## src/design/sfpc_params.svh

```systemverilog
// Constants for the synthesizer frequency and power amplifier control block.
// Assumes inclusion by the package and the testbench; defines only.
`ifndef SFPC_PARAMS_SVH
`define SFPC_PARAMS_SVH
// ==========================================================
// Register byte offsets
`define SFPC_A_BASE_HI   8'h00
`define SFPC_A_BASE_MID  8'h04
`define SFPC_A_BASE_LO   8'h08
`define SFPC_A_HOP       8'h0C
`define SFPC_A_MODEM_LO  8'h10
`define SFPC_A_MODEM_HI  8'h14
`define SFPC_A_SYNTH1    8'h18
`define SFPC_A_STATE0    8'h1C
`define SFPC_A_FRONT0    8'h20
`define SFPC_A_CMD       8'h24
`define SFPC_A_STATUS    8'h28
`define SFPC_A_CARRIER   8'h2C
`define SFPC_PTAB_HI3    3'h2
// ==========================================================
// Field positions and encodings
`define SFPC_CMD_CAL_BIT 0
`define SFPC_ACAL_MANUAL 2'h0
`define SFPC_ACAL_ON     2'h1
`define SFPC_ACAL_OFF    2'h2
`define SFPC_RESP_OKAY   2'h0
`define SFPC_RESP_SLVERR 2'h2
// ==========================================================
// Reset values
`define SFPC_RST_BYTE    8'h00
`define SFPC_RST_EXP     2'h2
`define SFPC_RST_IF      5'h0F
`define SFPC_RST_ACAL    2'h1
`define SFPC_RST_TOP     3'h0
`define SFPC_RST_PTAB    8'hC6
// ==========================================================
// Timing: calibration length in crystal periods, one sys_clk each
`define SFPC_CAL_PERIODS 18739
`define SFPC_CAL_CNT_W   15
`endif

```

## src/design/sfpc_pkg.sv

```systemverilog
// Types for the synthesizer frequency and power amplifier control block.
// Assumes sfpc_params.svh is on the include path.
package sfpc_pkg;
`include "sfpc_params.svh"
	// ==========================================================
	// Calibration sequencer
	typedef enum logic [1:0] {
		CAL_IDLE = 2'b00,
		CAL_RUN  = 2'b01
	} sfpc_cal_e;
	// ==========================================================
	// Radio side carriers
	typedef struct packed {
		logic radio_idle;
		logic synth_on;
		logic tx_active;
		logic ask_mode;
		logic ask_bit;
		logic shape_tick;
	} sfpc_radio_s;
	typedef struct packed {
		logic [26:0] carrier_word;
		logic [4:0]  if_word;
		logic        cal_busy;
		logic        cal_valid;
		logic        cal_done;
	} sfpc_synth_s;
	typedef struct packed {
		logic [2:0] pa_index;
		logic [7:0] pa_setting;
	} sfpc_pa_s;
	// ==========================================================
	// Whole block state
	typedef struct packed {
		logic [7:0]                   f_hi;
		logic [7:0]                   f_mid;
		logic [7:0]                   f_lo;
		logic [7:0]                   hop_index;
		logic [7:0]                   spacing_mantissa;
		logic [1:0]                   spacing_exponent;
		logic [4:0]                   if_tuning;
		logic [1:0]                   acal;
		logic [2:0]                   top;
		logic [7:0][7:0]              ptab;
		sfpc_cal_e                    cal;
		logic [`SFPC_CAL_CNT_W-1:0]   cal_cnt;
		logic                         cal_valid;
		logic                         cal_done;
		logic                         synth_on;
		logic [2:0]                   shp;
		logic [7:0]                   pa_set;
		logic [26:0]                  carrier;
		logic                         aw_h;
		logic                         w_h;
		logic [7:0]                   awa;
		logic [7:0]                   wd;
		logic                         wst;
		logic                         bvalid;
		logic [1:0]                   bresp;
		logic                         rvalid;
		logic [31:0]                  rdata;
		logic [1:0]                   rresp;
	} sfpc_state_s;
endpackage : sfpc_pkg

```

## src/design/sfpc_ctrl.sv

```systemverilog
// Synthesizer frequency word, calibration sequencer and Power_table_top_index shaping.
// Assumes radio inputs come from logic on sys_clk and sys_clk is the crystal clock.
module sfpc_ctrl import sfpc_pkg::*; #(
	parameter int ADDR_W     = 8,
	parameter int CAL_CYCLES = `SFPC_CAL_PERIODS
) (
	input  wire logic              sys_clk,
	input  wire logic              rst_b,
	input  wire logic [ADDR_W-1:0] s_axi_awaddr,
	input  wire logic              s_axi_awvalid,
	output logic                   s_axi_awready,
	input  wire logic [31:0]       s_axi_wdata,
	input  wire logic [3:0]        s_axi_wstrb,
	input  wire logic              s_axi_wvalid,
	output logic                   s_axi_wready,
	output logic [1:0]             s_axi_bresp,
	output logic                   s_axi_bvalid,
	input  wire logic              s_axi_bready,
	input  wire logic [ADDR_W-1:0] s_axi_araddr,
	input  wire logic              s_axi_arvalid,
	output logic                   s_axi_arready,
	output logic [31:0]            s_axi_rdata,
	output logic [1:0]             s_axi_rresp,
	output logic                   s_axi_rvalid,
	input  wire logic              s_axi_rready,
	input  wire sfpc_radio_s       radio,
	output sfpc_synth_s            synth,
	output sfpc_pa_s               pa
);
	// ==========================================================
	// Arithmetic
	// Spacing scaled by four so exponents 0 and 1 stay exact
	function automatic logic [26:0] calc_carrier(
		input logic [23:0] f,
		input logic [7:0]  ch,
		input logic [7:0]  m,
		input logic [1:0]  e
	);
		logic [11:0] sp;
		sp = (12'(m) << e) + 12'h400;
		return 27'({f, 2'b00}) + 27'(20'(ch) * 20'(sp));
	endfunction : calc_carrier

	localparam logic [`SFPC_CAL_CNT_W-1:0] CAL_LAST = `SFPC_CAL_CNT_W'(CAL_CYCLES - 1);

	sfpc_state_s s_q;
	sfpc_state_s s_d;
	logic        wr_go;
	logic        cal_cmd;
	logic        son_rise;
	logic        son_fall;
	logic        auto_trig;
	logic        man_trig;
	logic        up;
	logic [7:0]  ra;

	assign s_axi_awready = !s_q.aw_h && !s_q.bvalid;
	assign s_axi_wready  = !s_q.w_h && !s_q.bvalid;
	assign s_axi_arready = !s_q.rvalid;
	assign s_axi_bvalid  = s_q.bvalid;
	assign s_axi_bresp   = s_q.bresp;
	assign s_axi_rvalid  = s_q.rvalid;
	assign s_axi_rdata   = s_q.rdata;
	assign s_axi_rresp   = s_q.rresp;

	assign synth.carrier_word = s_q.carrier;
	assign synth.if_word      = s_q.if_tuning;
	assign synth.cal_busy     = (s_q.cal == CAL_RUN);
	assign synth.cal_valid    = s_q.cal_valid;
	assign synth.cal_done     = s_q.cal_done;
	assign pa.pa_index        = s_q.shp;
	assign pa.pa_setting      = s_q.pa_set;

	// ==========================================================
	// Next state
	always_comb begin
		s_d     = s_q;
		ra      = 8'(s_axi_araddr);
		cal_cmd = 1'b0;
		// Write channel: address and data taken in either order
		if (s_axi_awvalid && s_axi_awready) begin
			s_d.aw_h = 1'b1;
			s_d.awa  = 8'(s_axi_awaddr);
		end
		if (s_axi_wvalid && s_axi_wready) begin
			s_d.w_h = 1'b1;
			s_d.wd  = s_axi_wdata[7:0];
			s_d.wst = s_axi_wstrb[0];
		end
		if (s_q.bvalid && s_axi_bready) begin
			s_d.bvalid = 1'b0;
		end
		wr_go = s_q.aw_h && s_q.w_h && !s_q.bvalid;
		if (wr_go) begin
			s_d.aw_h   = 1'b0;
			s_d.w_h    = 1'b0;
			s_d.bvalid = 1'b1;
			s_d.bresp  = `SFPC_RESP_OKAY;
			// Only byte lane 0 carries register bits
			if (s_q.wst) begin
				case (s_q.awa)
					`SFPC_A_BASE_HI: s_d.f_hi = s_q.wd;
					`SFPC_A_BASE_MID: s_d.f_mid = s_q.wd;
					`SFPC_A_BASE_LO: s_d.f_lo = s_q.wd;
					`SFPC_A_HOP: s_d.hop_index = s_q.wd;
					`SFPC_A_MODEM_LO: s_d.spacing_mantissa = s_q.wd;
					`SFPC_A_MODEM_HI: s_d.spacing_exponent = s_q.wd[1:0];
					`SFPC_A_SYNTH1: s_d.if_tuning = s_q.wd[4:0];
					`SFPC_A_STATE0: s_d.acal = s_q.wd[5:4];
					`SFPC_A_FRONT0: s_d.top = s_q.wd[2:0];
					`SFPC_A_CMD: cal_cmd = s_q.wd[`SFPC_CMD_CAL_BIT];
					`SFPC_A_STATUS, `SFPC_A_CARRIER: begin
					end
					default: begin
						if (s_q.awa[7:5] == `SFPC_PTAB_HI3 && s_q.awa[1:0] == 2'b00) begin
							s_d.ptab[s_q.awa[4:2]] = s_q.wd;
						end else begin
							s_d.bresp = `SFPC_RESP_SLVERR;
						end
					end
				endcase
			end
		end
		// Read channel: one read in flight, answered next cycle
		if (s_q.rvalid && s_axi_rready) begin
			s_d.rvalid = 1'b0;
		end
		if (s_axi_arvalid && s_axi_arready) begin
			s_d.rvalid = 1'b1;
			s_d.rresp  = `SFPC_RESP_OKAY;
			s_d.rdata  = 32'h0000_0000;
			case (ra)
				`SFPC_A_BASE_HI: s_d.rdata[7:0] = s_q.f_hi;
				`SFPC_A_BASE_MID: s_d.rdata[7:0] = s_q.f_mid;
				`SFPC_A_BASE_LO: s_d.rdata[7:0] = s_q.f_lo;
				`SFPC_A_HOP: s_d.rdata[7:0] = s_q.hop_index;
				`SFPC_A_MODEM_LO: s_d.rdata[7:0] = s_q.spacing_mantissa;
				`SFPC_A_MODEM_HI: s_d.rdata[1:0] = s_q.spacing_exponent;
				`SFPC_A_SYNTH1: s_d.rdata[4:0] = s_q.if_tuning;
				`SFPC_A_STATE0: s_d.rdata[5:4] = s_q.acal;
				`SFPC_A_FRONT0: s_d.rdata[2:0] = s_q.top;
				`SFPC_A_CMD: begin
				end
				`SFPC_A_STATUS: s_d.rdata[5:0] = {s_q.shp, 1'b0, s_q.cal_valid,
					s_q.cal == CAL_RUN};
				`SFPC_A_CARRIER: s_d.rdata[26:0] = s_q.carrier;
				default: begin
					if (ra[7:5] == `SFPC_PTAB_HI3 && ra[1:0] == 2'b00) begin
						s_d.rdata[7:0] = s_q.ptab[ra[4:2]];
					end else begin
						s_d.rresp = `SFPC_RESP_SLVERR;
					end
				end
			endcase
		end
		// Calibration; triggers while running are dropped
		s_d.synth_on = radio.synth_on;
		s_d.cal_done = 1'b0;
		son_rise  = radio.synth_on && !s_q.synth_on;
		son_fall  = !radio.synth_on && s_q.synth_on;
		auto_trig = (s_q.acal == `SFPC_ACAL_ON && son_rise) ||
			(s_q.acal == `SFPC_ACAL_OFF && son_fall);
		man_trig  = cal_cmd && radio.radio_idle;
		case (s_q.cal)
			CAL_IDLE: begin
				if (auto_trig || man_trig) begin
					s_d.cal     = CAL_RUN;
					s_d.cal_cnt = CAL_LAST;
				end
			end
			CAL_RUN: begin
				if (s_q.cal_cnt == '0) begin
					s_d.cal       = CAL_IDLE;
					s_d.cal_done  = 1'b1;
					s_d.cal_valid = 1'b1;
				end else begin
					s_d.cal_cnt = s_q.cal_cnt - 1'b1;
				end
			end
			default: s_d.cal = CAL_IDLE;
		endcase
		// Shaping counter; ramp and keying share one path
		up = radio.tx_active && (radio.ask_mode ? radio.ask_bit : 1'b1);
		if (radio.shape_tick) begin
			if (up && s_q.shp < s_q.top) begin
				s_d.shp = s_q.shp + 1'b1;
			end else if (up) begin
				s_d.shp = s_q.top;
			end else if (s_q.shp != 3'h0) begin
				s_d.shp = s_q.shp - 1'b1;
			end
		end
		s_d.pa_set  = s_q.ptab[s_q.shp];
		s_d.carrier = calc_carrier({s_q.f_hi, s_q.f_mid, s_q.f_lo}, s_q.hop_index,
			s_q.spacing_mantissa, s_q.spacing_exponent);
	end

	// ==========================================================
	// State register; rst_b loads the reset values and clears calibration results
	always_ff @(posedge sys_clk or negedge rst_b) begin
		if (!rst_b) begin
			s_q                  <= '0;
			s_q.f_hi             <= `SFPC_RST_BYTE;
			s_q.spacing_exponent <= `SFPC_RST_EXP;
			s_q.if_tuning        <= `SFPC_RST_IF;
			s_q.acal             <= `SFPC_RST_ACAL;
			s_q.top              <= `SFPC_RST_TOP;
			s_q.ptab             <= {8{`SFPC_RST_PTAB}};
			s_q.cal              <= CAL_IDLE;
		end else begin
			s_q <= s_d;
		end
	end

	logic [`SFPC_CAL_CNT_W:0] busy_len;
	always_ff @(posedge sys_clk or negedge rst_b) begin
		if (!rst_b) begin
			busy_len <= '0;
		end else begin
			busy_len <= synth.cal_busy ? busy_len + 1'b1 : '0;
		end
	end
endmodule : sfpc_ctrl

```

## config.mk

```make
export PLATFORM = sky130hd
export DESIGN_NAME = sfpc_ctrl
export DESIGN_NICKNAME = d
export VERILOG_FILES = /design/src/design/sfpc_pkg.sv /design/src/design/sfpc_ctrl.sv
export VERILOG_INCLUDE_DIRS = /design/src /design/src/design
export SDC_FILE = /design/constraint.sdc
export NUM_CORES = 1
export LEC_CHECK = 0
export ABC_AREA = 0
export BUFFER_PORTS_ARGS = -buffer_cell sky130_fd_sc_hd__buf_2
export CAP_MARGIN = 40
export CELL_PAD_IN_SITES_DETAIL_PLACEMENT = 0
export CELL_PAD_IN_SITES_GLOBAL_PLACEMENT = 1
export CORE_MARGIN = 10
export CORE_UTILIZATION = 45
export DETAILED_ROUTE_END_ITERATION = 16
export PLACE_DENSITY = 0.85
export SLEW_MARGIN = 15
export SYNTH_ARGS = -nofsm -noshare
export SYNTH_HDL_FRONTEND = slang
export SYNTH_SLANG_ARGS = --single-unit
```

## constraint.sdc

```tcl
create_clock -name sys_clk -period 9.1 [get_ports sys_clk]
set_clock_uncertainty 0.05 [all_clocks]
set_input_delay 2.275 -clock sys_clk [delete_from_list [all_inputs] [get_ports sys_clk]]
set_output_delay 2.275 -clock sys_clk [all_outputs]
set_load 0.05 [all_outputs]
```

# Yosys cells after proc, flatten, opt, wreduce, memory -nomap -nowiden
# Cells that the tools add are included.
# W data, S select, Z words.
op_classes:
  addsub: 5
  n_shift: 1
  muxes: 41
  n_div: 0
  mul: 1
  magnitude_cmp: 5
  n_eq_ne: 30
  bitwise: 1
  n_reduce_logical: 62
ops:
  columns: ["cell", "count"]
  rows:
  - ["$bwmux W64", 1]
  - ["$eq A8 B5 Y1 const B", 8]
  - ["$eq A8 B6 Y1 const B", 8]
  - ["$bmux W8 S3", 2]
  - ["$mux W35", 1]
  - ["$eq A8 B4 Y1 const B", 4]
  - ["$mux W8", 4]
  - ["$pmux W15 S2", 1]
  - ["$reduce_and A3 Y1", 10]
  - ["$add A26 B20 Y27", 1]
  - ["$pmux W1 S9", 3]
  - ["$demux W8 S3", 1]
  - ["$reduce_or A12 Y1", 2]
  - ["$pmux W2 S11", 1]
  - ["$mul A8 B12 Y20", 1]
  - ["$logic_and A1 B1 Y1", 19]
  - ["$mux W19", 1]
  - ["$mux W17", 1]
  - ["$eq A8 B3 Y1 const B", 2]
  - ["$logic_not A8 Y1", 2]
  - ["$logic_not A15 Y1", 1]
  - ["$mux W15", 1]
  - ["$sub A15 B1 Y15 const B", 1]
  - ["$mux W2", 7]
  - ["29 further kinds", 63]
word_totals:
  rom_bits: 0
  regBits: 226
  input_bits: 65
  ram_bits: 0
  latch_bits: 0
  out_inout_bits: 87
  n_memories: 0

# Longest topological paths before layout
# Gate-level depths: netlist of run 1.
logic_depth:
  ltp_word: 8
  mapped_depth: 21

# Worst setup path before layout of run 1
# OpenSTA, ideal clock, no wires.
synth_path:
  path_kind: "reg2reg"
  start: "register s_q[190] in the netlist's numbering"
  end: "register s_q, in the netlist synth[34]"
  path_stages_with_launch: 19
  path_slack_ps: 3344
  n_path_buf: 2
  arrival_ps: 5586
  cell_sequence: "dfstp_2 clkbuf_1 buf_1 mux2i_1 nand2_1 fa_1 inv_1 fa_1 fa_1 inv_1 fa_1 inv_1 ha_1 and3_1 a221o_1 a32oi_1 a2111oi_0 or2_2 and3_1"
synth_lines:
  columns: ["element", "line", "rtl"]
  rows:
  - ["start: declaration", "sfpc_ctrl.sv:46", "sfpc_state_s s_q;"]

==> out/qor.txt, run 1 <==
hold path startpoint -> synth[34]$_DFF_PN0_
Distinct cells, synth -> 75
initial antenna violation count -> 3
Routed Antenna Nets -> 0
fin crit share -> 0.699
WL final -> 35900 µm
Clk pin slew, worst setup/hold paths -> 60 ps
Post-CTS Repair Setup Buffers -> 0
Main synth FF type -> dfrtp_1
Yosys warnings -> 0
Mapped Area -> 0.0146 mm²
Clock Tree Root -> clkbuf_16
vias in the first global route -> 10014
largest net degree at the start of global routing -> 112
Startpoint Class -> flip-flop
post-synthesis sequential area ratio -> 0.385
gr usage total -> 0.176
via count -> 9819
Avg Cell Area, Syn -> 11.3 µm²
DRC -> 0
Remaining Overflow, GRT -> 0
CORE AREA -> 0.0318 mm²
Max-cap violations -> 0
Gates resized, CTS repair -> 0
Num CTS Buffers -> 26
unrepaired setup endpoints after global routing -> no
worst r2r src -> s_q[189]$_DFFE_PN0P_
Final Setup Violations -> 0
# rows -> 65
I/O Pins -> 152
DRT Pass-1 Iters -> 6
Post-CTS Hold Buffers -> 0
worst-path maximum fanout -> 13
worst hold path type -> reg2reg
Least-Margin Pin Slew -> 912 ps
vias per cell -> 5.50
FMAX -> 157 MHz
status -> finished, final reports clean
DP HPWL -> 26500 µm
Tmin final -> 6360 ps
CP Launch Point -> s_q[189]$_DFFE_PN0P_
synth-to-layout area growth -> 9.70%
starting density of the core -> 0.460
CTS Buffer Depth -> 3
fill count -> 2801
Synth Instances -> 1294
DIE AREA -> 0.0401 mm²
utilization after layout -> 0.505
H-tree levels -> 1
Hold Fails Final Rpt -> 0
Routed met1 length -> 15700 µm
ratio of cells with drive above 1 in the final layout -> 0.304
CP required -> 9480 ps
CP Class -> reg2reg
Slew Limit Fails -> 0
routed wl met2 -> 16300 µm
final-stage net count -> 1516
met3 wire len -> 2790 µm
CTS tree -> done
DR top layer -> met5
die width -> 200 µm
Post-synth ARST share -> 1.00
Placer Congestion -> 0.917
Worst-Skew Late Latency -> 550 ps
Slew headroom -> 0.392
P per Cell Area -> 213 mW/mm²
Max rail drop VDD -> 230 µV
first-pass GRT wire length -> 57300 µm
Clock Sinks -> 223
Crit. End Element -> flip-flop
chip height -> 200 µm
WP data arrival -> 6740 ps
DRT iter0 DRCs -> 834
setup TNS -> 0 ps
Post-synth EDFFs -> 0
static leakage -> 7.82 nW
wire per inst -> 20.1 µm
Placed Area -> 0.0151 mm²
flops & latches, synth -> 223
Port Buffers -> 117
final instance area -> 0.0161 mm²
==> cell families after synthesis <==
family | synth area share
AO/OA/AOI/OAI | 0.0740
XOR/XNOR | 0.0138
adder cells (fa/ha/maj) | 0.144
buffers and inverters | 0.0906
flip-flops | 0.385
multiplexers | 0.183
other | 0.000256
AND/OR/NAND/NOR | 0.109
==> area by class of cell <==
class	count	area, µm²	share of cell area
clock buffers	38	746	0.0465
well taps	435	544	0.0339
diodes	2	5.00	0.000312
repair buffers	130	717	0.0447
multi-input cells	813	7710	0.480
inverters	134	503	0.0313
clock inverters	10	200	0.0125
flip-flops and latches	223	5630	0.351
==> critical path, cell delays in order (launching register included) <==
cell       delay, ps
dfrtp_1          670
mux2_2           260
nor2_1            40
a21oi_1          590
nand2_1          170
fa_1             540
inv_1             60
fa_1             520
fa_1             560
inv_1             60
fa_1             520
inv_1             50
ha_1             370
and3_1           210
a221o_1          410
a32oi_1          380
a2111oi_0        270
or2_2            350
and3_1           160
==> sequential cells by signal, indices dropped and copies added (netlist names) <==
signal,count
pa,11
s_axi_bresp,1
s_axi_bvalid,1
s_axi_rdata,27
s_axi_rresp,1
s_axi_rvalid,1
s_q,147
synth,34
==> synthesized netlist by cell type, drive strengths merged (11+ instances only) <==
cell type,count,area share
nor2,44,0.013
mux2,143,0.11
nand2,94,0.024
and2,56,0.024
buf,97,0.047
dfstp,38,0.068
nor3,18,0.0075
mux2i,33,0.023
a21o,11,0.0056
dfrtp,185,0.32
xnor2,17,0.010
a22o,23,0.014
o21ai,38,0.013
mux4,33,0.051
inv,134,0.034
a21oi,23,0.0079
clkbuf,35,0.0090
fa,76,0.10
nand3,16,0.0055
ha,47,0.040
==> metal layers <==
layer | track usage | up-vias
li1 | - | 4438
met1 | 0.240 | 4991
met2 | 0.270 | 325
met3 | 0.0403 | 63
met4 | 0.0582 | 2
met5 | 0 | -
==> layout by cell type, fill, tap and decap left out, drive strengths merged, types with 4 or more instances in the layout <==
master / count
ha: 47
a31oi: 4
a21oi: 23
a22oi: 9
a21o: 11
nor2: 44
xor2: 6
nand2: 94
nor3: 18
nor2b: 8
conb: 9
mux2: 143
a22o: 23
clkbuf: 38
bufinv: 5
o22a: 4
xnor2: 17
o21ai: 38
dfrtp: 185
nor3b: 6
o22ai: 5
and2: 56
nand2b: 10
or3: 5
and3: 4
o21a: 4
nor4: 7
nand3: 16
fa: 76
buf: 130
dfstp: 38
mux2i: 33
nand4: 5
inv: 137
or2: 5
mux4: 33
o31ai: 5
==> path summary, 6_finish.rpt <==
check / slack (ps) / depth (start not counted) / end
hold / removal: 440 / 1 / s_axi_rdata[26]$_DFFE_PN0P_
setup / recovery: 2740 / 18 / synth[34]$_DFF_PN0_
max in group asynchronous: 5940 / 2 / pa[7]$_DFF_PN0_
min in group asynchronous: 1690 / 1 / synth[12]$_DFF_PN0_
setup reg to reg: 2740 / 18 / synth[34]$_DFF_PN0_
hold reg to reg: 440 / 1 / s_axi_rdata[26]$_DFFE_PN0P_
==> power breakdown <==
group | total [mW] | switching, mW | internal (mW)
Sequential | 1.43 | 0.278 | 1.16
Clock | 1.14 | 0.425 | 0.714
Combinational | 0.845 | 0.520 | 0.325
==> stage by stage <==
step	hold slack (ps)	std cells	total power, mW	worst slack (ps)
global route	464	1783	3.59	2390
CTS	439	1781	3.45	2770
floorplan	396	1302	2.06	3340
detailed placement	419	1733	2.30	2790
global placement	415	1729	2.26	2880
finish	435	1785	3.42	2740
Note: power is estimated with default switching activity, not from simulation.
==> run 2, diff against run 1 <==
--- a/config.mk
+++ b/config.mk
@@ -12,9 +12,9 @@
 export CELL_PAD_IN_SITES_DETAIL_PLACEMENT = 0
 export CELL_PAD_IN_SITES_GLOBAL_PLACEMENT = 1
 export CORE_MARGIN = 10
-export CORE_UTILIZATION = 45
+export CORE_UTILIZATION = 44
 export DETAILED_ROUTE_END_ITERATION = 16
-export PLACE_DENSITY = 0.85
+export PLACE_DENSITY = 0.86
 export SLEW_MARGIN = 15
 export SYNTH_ARGS = -nofsm -noshare
 export SYNTH_HDL_FRONTEND = slang
==> constraint.sdc (replaced) <==
create_clock -name sys_clk -period 5.6 [get_ports sys_clk]
set_clock_uncertainty 0.05 [all_clocks]
set_input_delay 1.4 -clock sys_clk [delete_from_list [all_inputs] [get_ports sys_clk]]
set_output_delay 1.4 -clock sys_clk [all_outputs]
set_load 0.05 [all_outputs]
==> run 2 against run 1 <==
Routed wire length rose by 2.5%; fmax grew 17%; largest cell class unchanged; total power rose by 61%; final area increased by 2.8%; clock-buffer cell count down 7; worst hold slack better by 5.2 ps; worst setup slack got worse by 2600 ps; critical endpoint unchanged; die area up 2.0%; cell count is 3.0% higher; sequential share of layout area down 0.96 points; combinational power increased by 70%.
==> out/qor.txt, run 2 (synthesized netlist as in run 1, its figures left out) <==
status -> finished, final reports clean
logic gate share of total power -> 0.262
Net Sw Frac -> 0.368
WL final -> 36800 µm
initial antenna violation count -> 4
DRT iter0 DRCs -> 739
Worst-Skew Late Latency -> 550 ps
CP max stage cell -> dfstp_2
Hold Fails Final Rpt -> 0
worst-path maximum fanout -> 10
Slew headroom -> 0.411
# rows -> 66
Final Setup Violations -> 0
Num CTS Buffers -> 25
Post-CTS Hold Buffers -> 0
Placer Congestion -> 0.944
Crit. End Element -> flip-flop
unrepaired setup endpoints after global routing -> no
P per Cell Area -> 333 mW/mm²
Reg power frac -> 0.425
worst hold slack -> 440 ps
first-pass GRT wire length -> 58500 µm
H-tree levels -> 1
cell breakdown of the critical path -> buf_8 -> mux2i_4 -> buf_4 -> nand2_1 -> fa_1 -> fa_1 -> inv_1 -> fa_1 -> inv_1 -> fa_1 -> inv_1 -> ha_1 -> and3_1 -> a221o_1 -> a32oi_4 -> a2111oi_4 -> or2_2 -> and3_1
commonest non-fill, non-tap cell in the layout -> dfrtp_1
CTS tree -> done
CP Class -> reg2reg
largest stage delay on the critical path -> 620 ps
Routed Antenna Nets -> 0
Clock Sinks -> 223
Slew Limit Fails -> 0
DIE AREA -> 0.0410 mm²
Max-cap violations -> 0
final-stage net count -> 1564
largest net degree at the start of global routing -> 144
internal power -> 3.47 mW
starting density of the core -> 0.447
Least-Margin Pin Slew -> 879 ps
I/O Pins -> 152
DP HPWL -> 27200 µm
Clk pin slew, worst setup/hold paths -> 60 ps
Startpoint Class -> flip-flop
Clock Tree Root -> clkbuf_16
Top reg by flops -> s_q
gr usage total -> 0.177
Remaining Overflow, GRT -> 0
CP dominant cell by count -> fa_1
DRC -> 0
CP required -> 5990 ps
via count -> 10007
Clk pwr share -> 0.313
utilization after layout -> 0.505
CTS Buffer Depth -> 3
Max rail drop VDD -> 274 µV
synth-to-layout area growth -> 12.8%
FMAX -> 185 MHz
die width -> 202 µm
Post-CTS Repair Setup Buffers -> 0
WP data arrival -> 5810 ps
ratio of cells with drive above 1 in the final layout -> 0.341
Tmin final -> 5420 ps
chip height -> 202 µm
worst hold path type -> reg2reg
switching power -> 2.02 mW
CORE AREA -> 0.0327 mm²
Port Buffers -> 117
max reg flops -> 147
static leakage -> 8.06 nW
vias per cell -> 5.44
wire per inst -> 20.0 µm
fin crit share -> 0.967
DRT Pass-1 Iters -> 5
vias in the first global route -> 10348
most frequent cells in the layout -> dfrtp_1, mux2_2, inv_1
-- run 2: stage by stage --
stage          power (mW)  setup TNS [ps]  instances  instance area [µm²]  worst slack, ps
2_1_floorplan        3.34               0       1302                14700              106
3_3_place_gp         3.72            -272       1786                15400             -117
3_5_place_dp         3.78            -861       1789                15500             -238
4_1_cts              5.51               0       1835                16400             2.77
5_1_grt              5.76               0       1838                16500             11.1
6_report             5.49               0       1838                16500              185
-- run 2: final timing paths --
check / start / to / depth (start not counted) / slack (ps)
max: s_q[190]$_DFFE_PN1P_ / synth[34]$_DFF_PN0_ / 18 / 180
min: synth[31]$_DFF_PN0_ / s_axi_rdata[23]$_DFFE_PN0P_ / 1 / 440
max reg2reg: s_q[190]$_DFFE_PN1P_ / synth[34]$_DFF_PN0_ / 18 / 180
min reg2reg: synth[31]$_DFF_PN0_ / s_axi_rdata[23]$_DFFE_PN0P_ / 1 / 440
max in group asynchronous: rst_b / s_axi_rdata[17]$_DFFE_PN0P_ / 3 / 3520
min in group asynchronous: rst_b / synth[12]$_DFF_PN0_ / 1 / 700
-- run 2: routing by layer --
metal | global-route usage | share of wire | vias up
met5 | 0 | 0.00092 | -
met2 | 0.277 | 0.46 | 338
li1 | - | - | 4532
met4 | 0.0562 | 0.028 | 6
met3 | 0.0411 | 0.073 | 63
met1 | 0.237 | 0.44 | 5068
-- run 2: final cells by class --
class / instances / area, µm²
antenna: 1 / 2.50
multi-input combinational: 813 / 7840
sequential: 223 / 5630
tap: 442 / 553
fill: 2886 / 16200
timing repair buffer: 179 / 1120
clock inverter: 15 / 211
clock buffer: 31 / 648
inverter: 134 / 503
-- run 2: repair_timing --
action | in CTS | in global routing
gates resized for setup | 5 | 19
pin swaps | 0 | 2
endpoints found under the setup margin | 8 | 8
-- run 2: power by group through the flow --
stage | registers [mW] | clock network (mW) | logic, mW
floorplan | 2.09 | 0 | 1.25
global placement | 2.35 | 0 | 1.37
detailed placement | 2.35 | 0 | 1.43
CTS | 2.32 | 1.75 | 1.44
global route | 2.38 | 1.81 | 1.57
finish | 2.33 | 1.72 | 1.44
-- run 2: worst max-delay path, delay by kind of cell (launching register included) --
| family | cells | cell delay [ps] |
|---|---|---|
| DFF | 1 | 620 |
| and+or+nand+nor | 4 | 700 |
| muxes | 1 | 270 |
| AOI/OAI and AO/OA | 3 | 770 |
| adders and majority gates | 5 | 2390 |
| buffers and inverters | 5 | 510 |
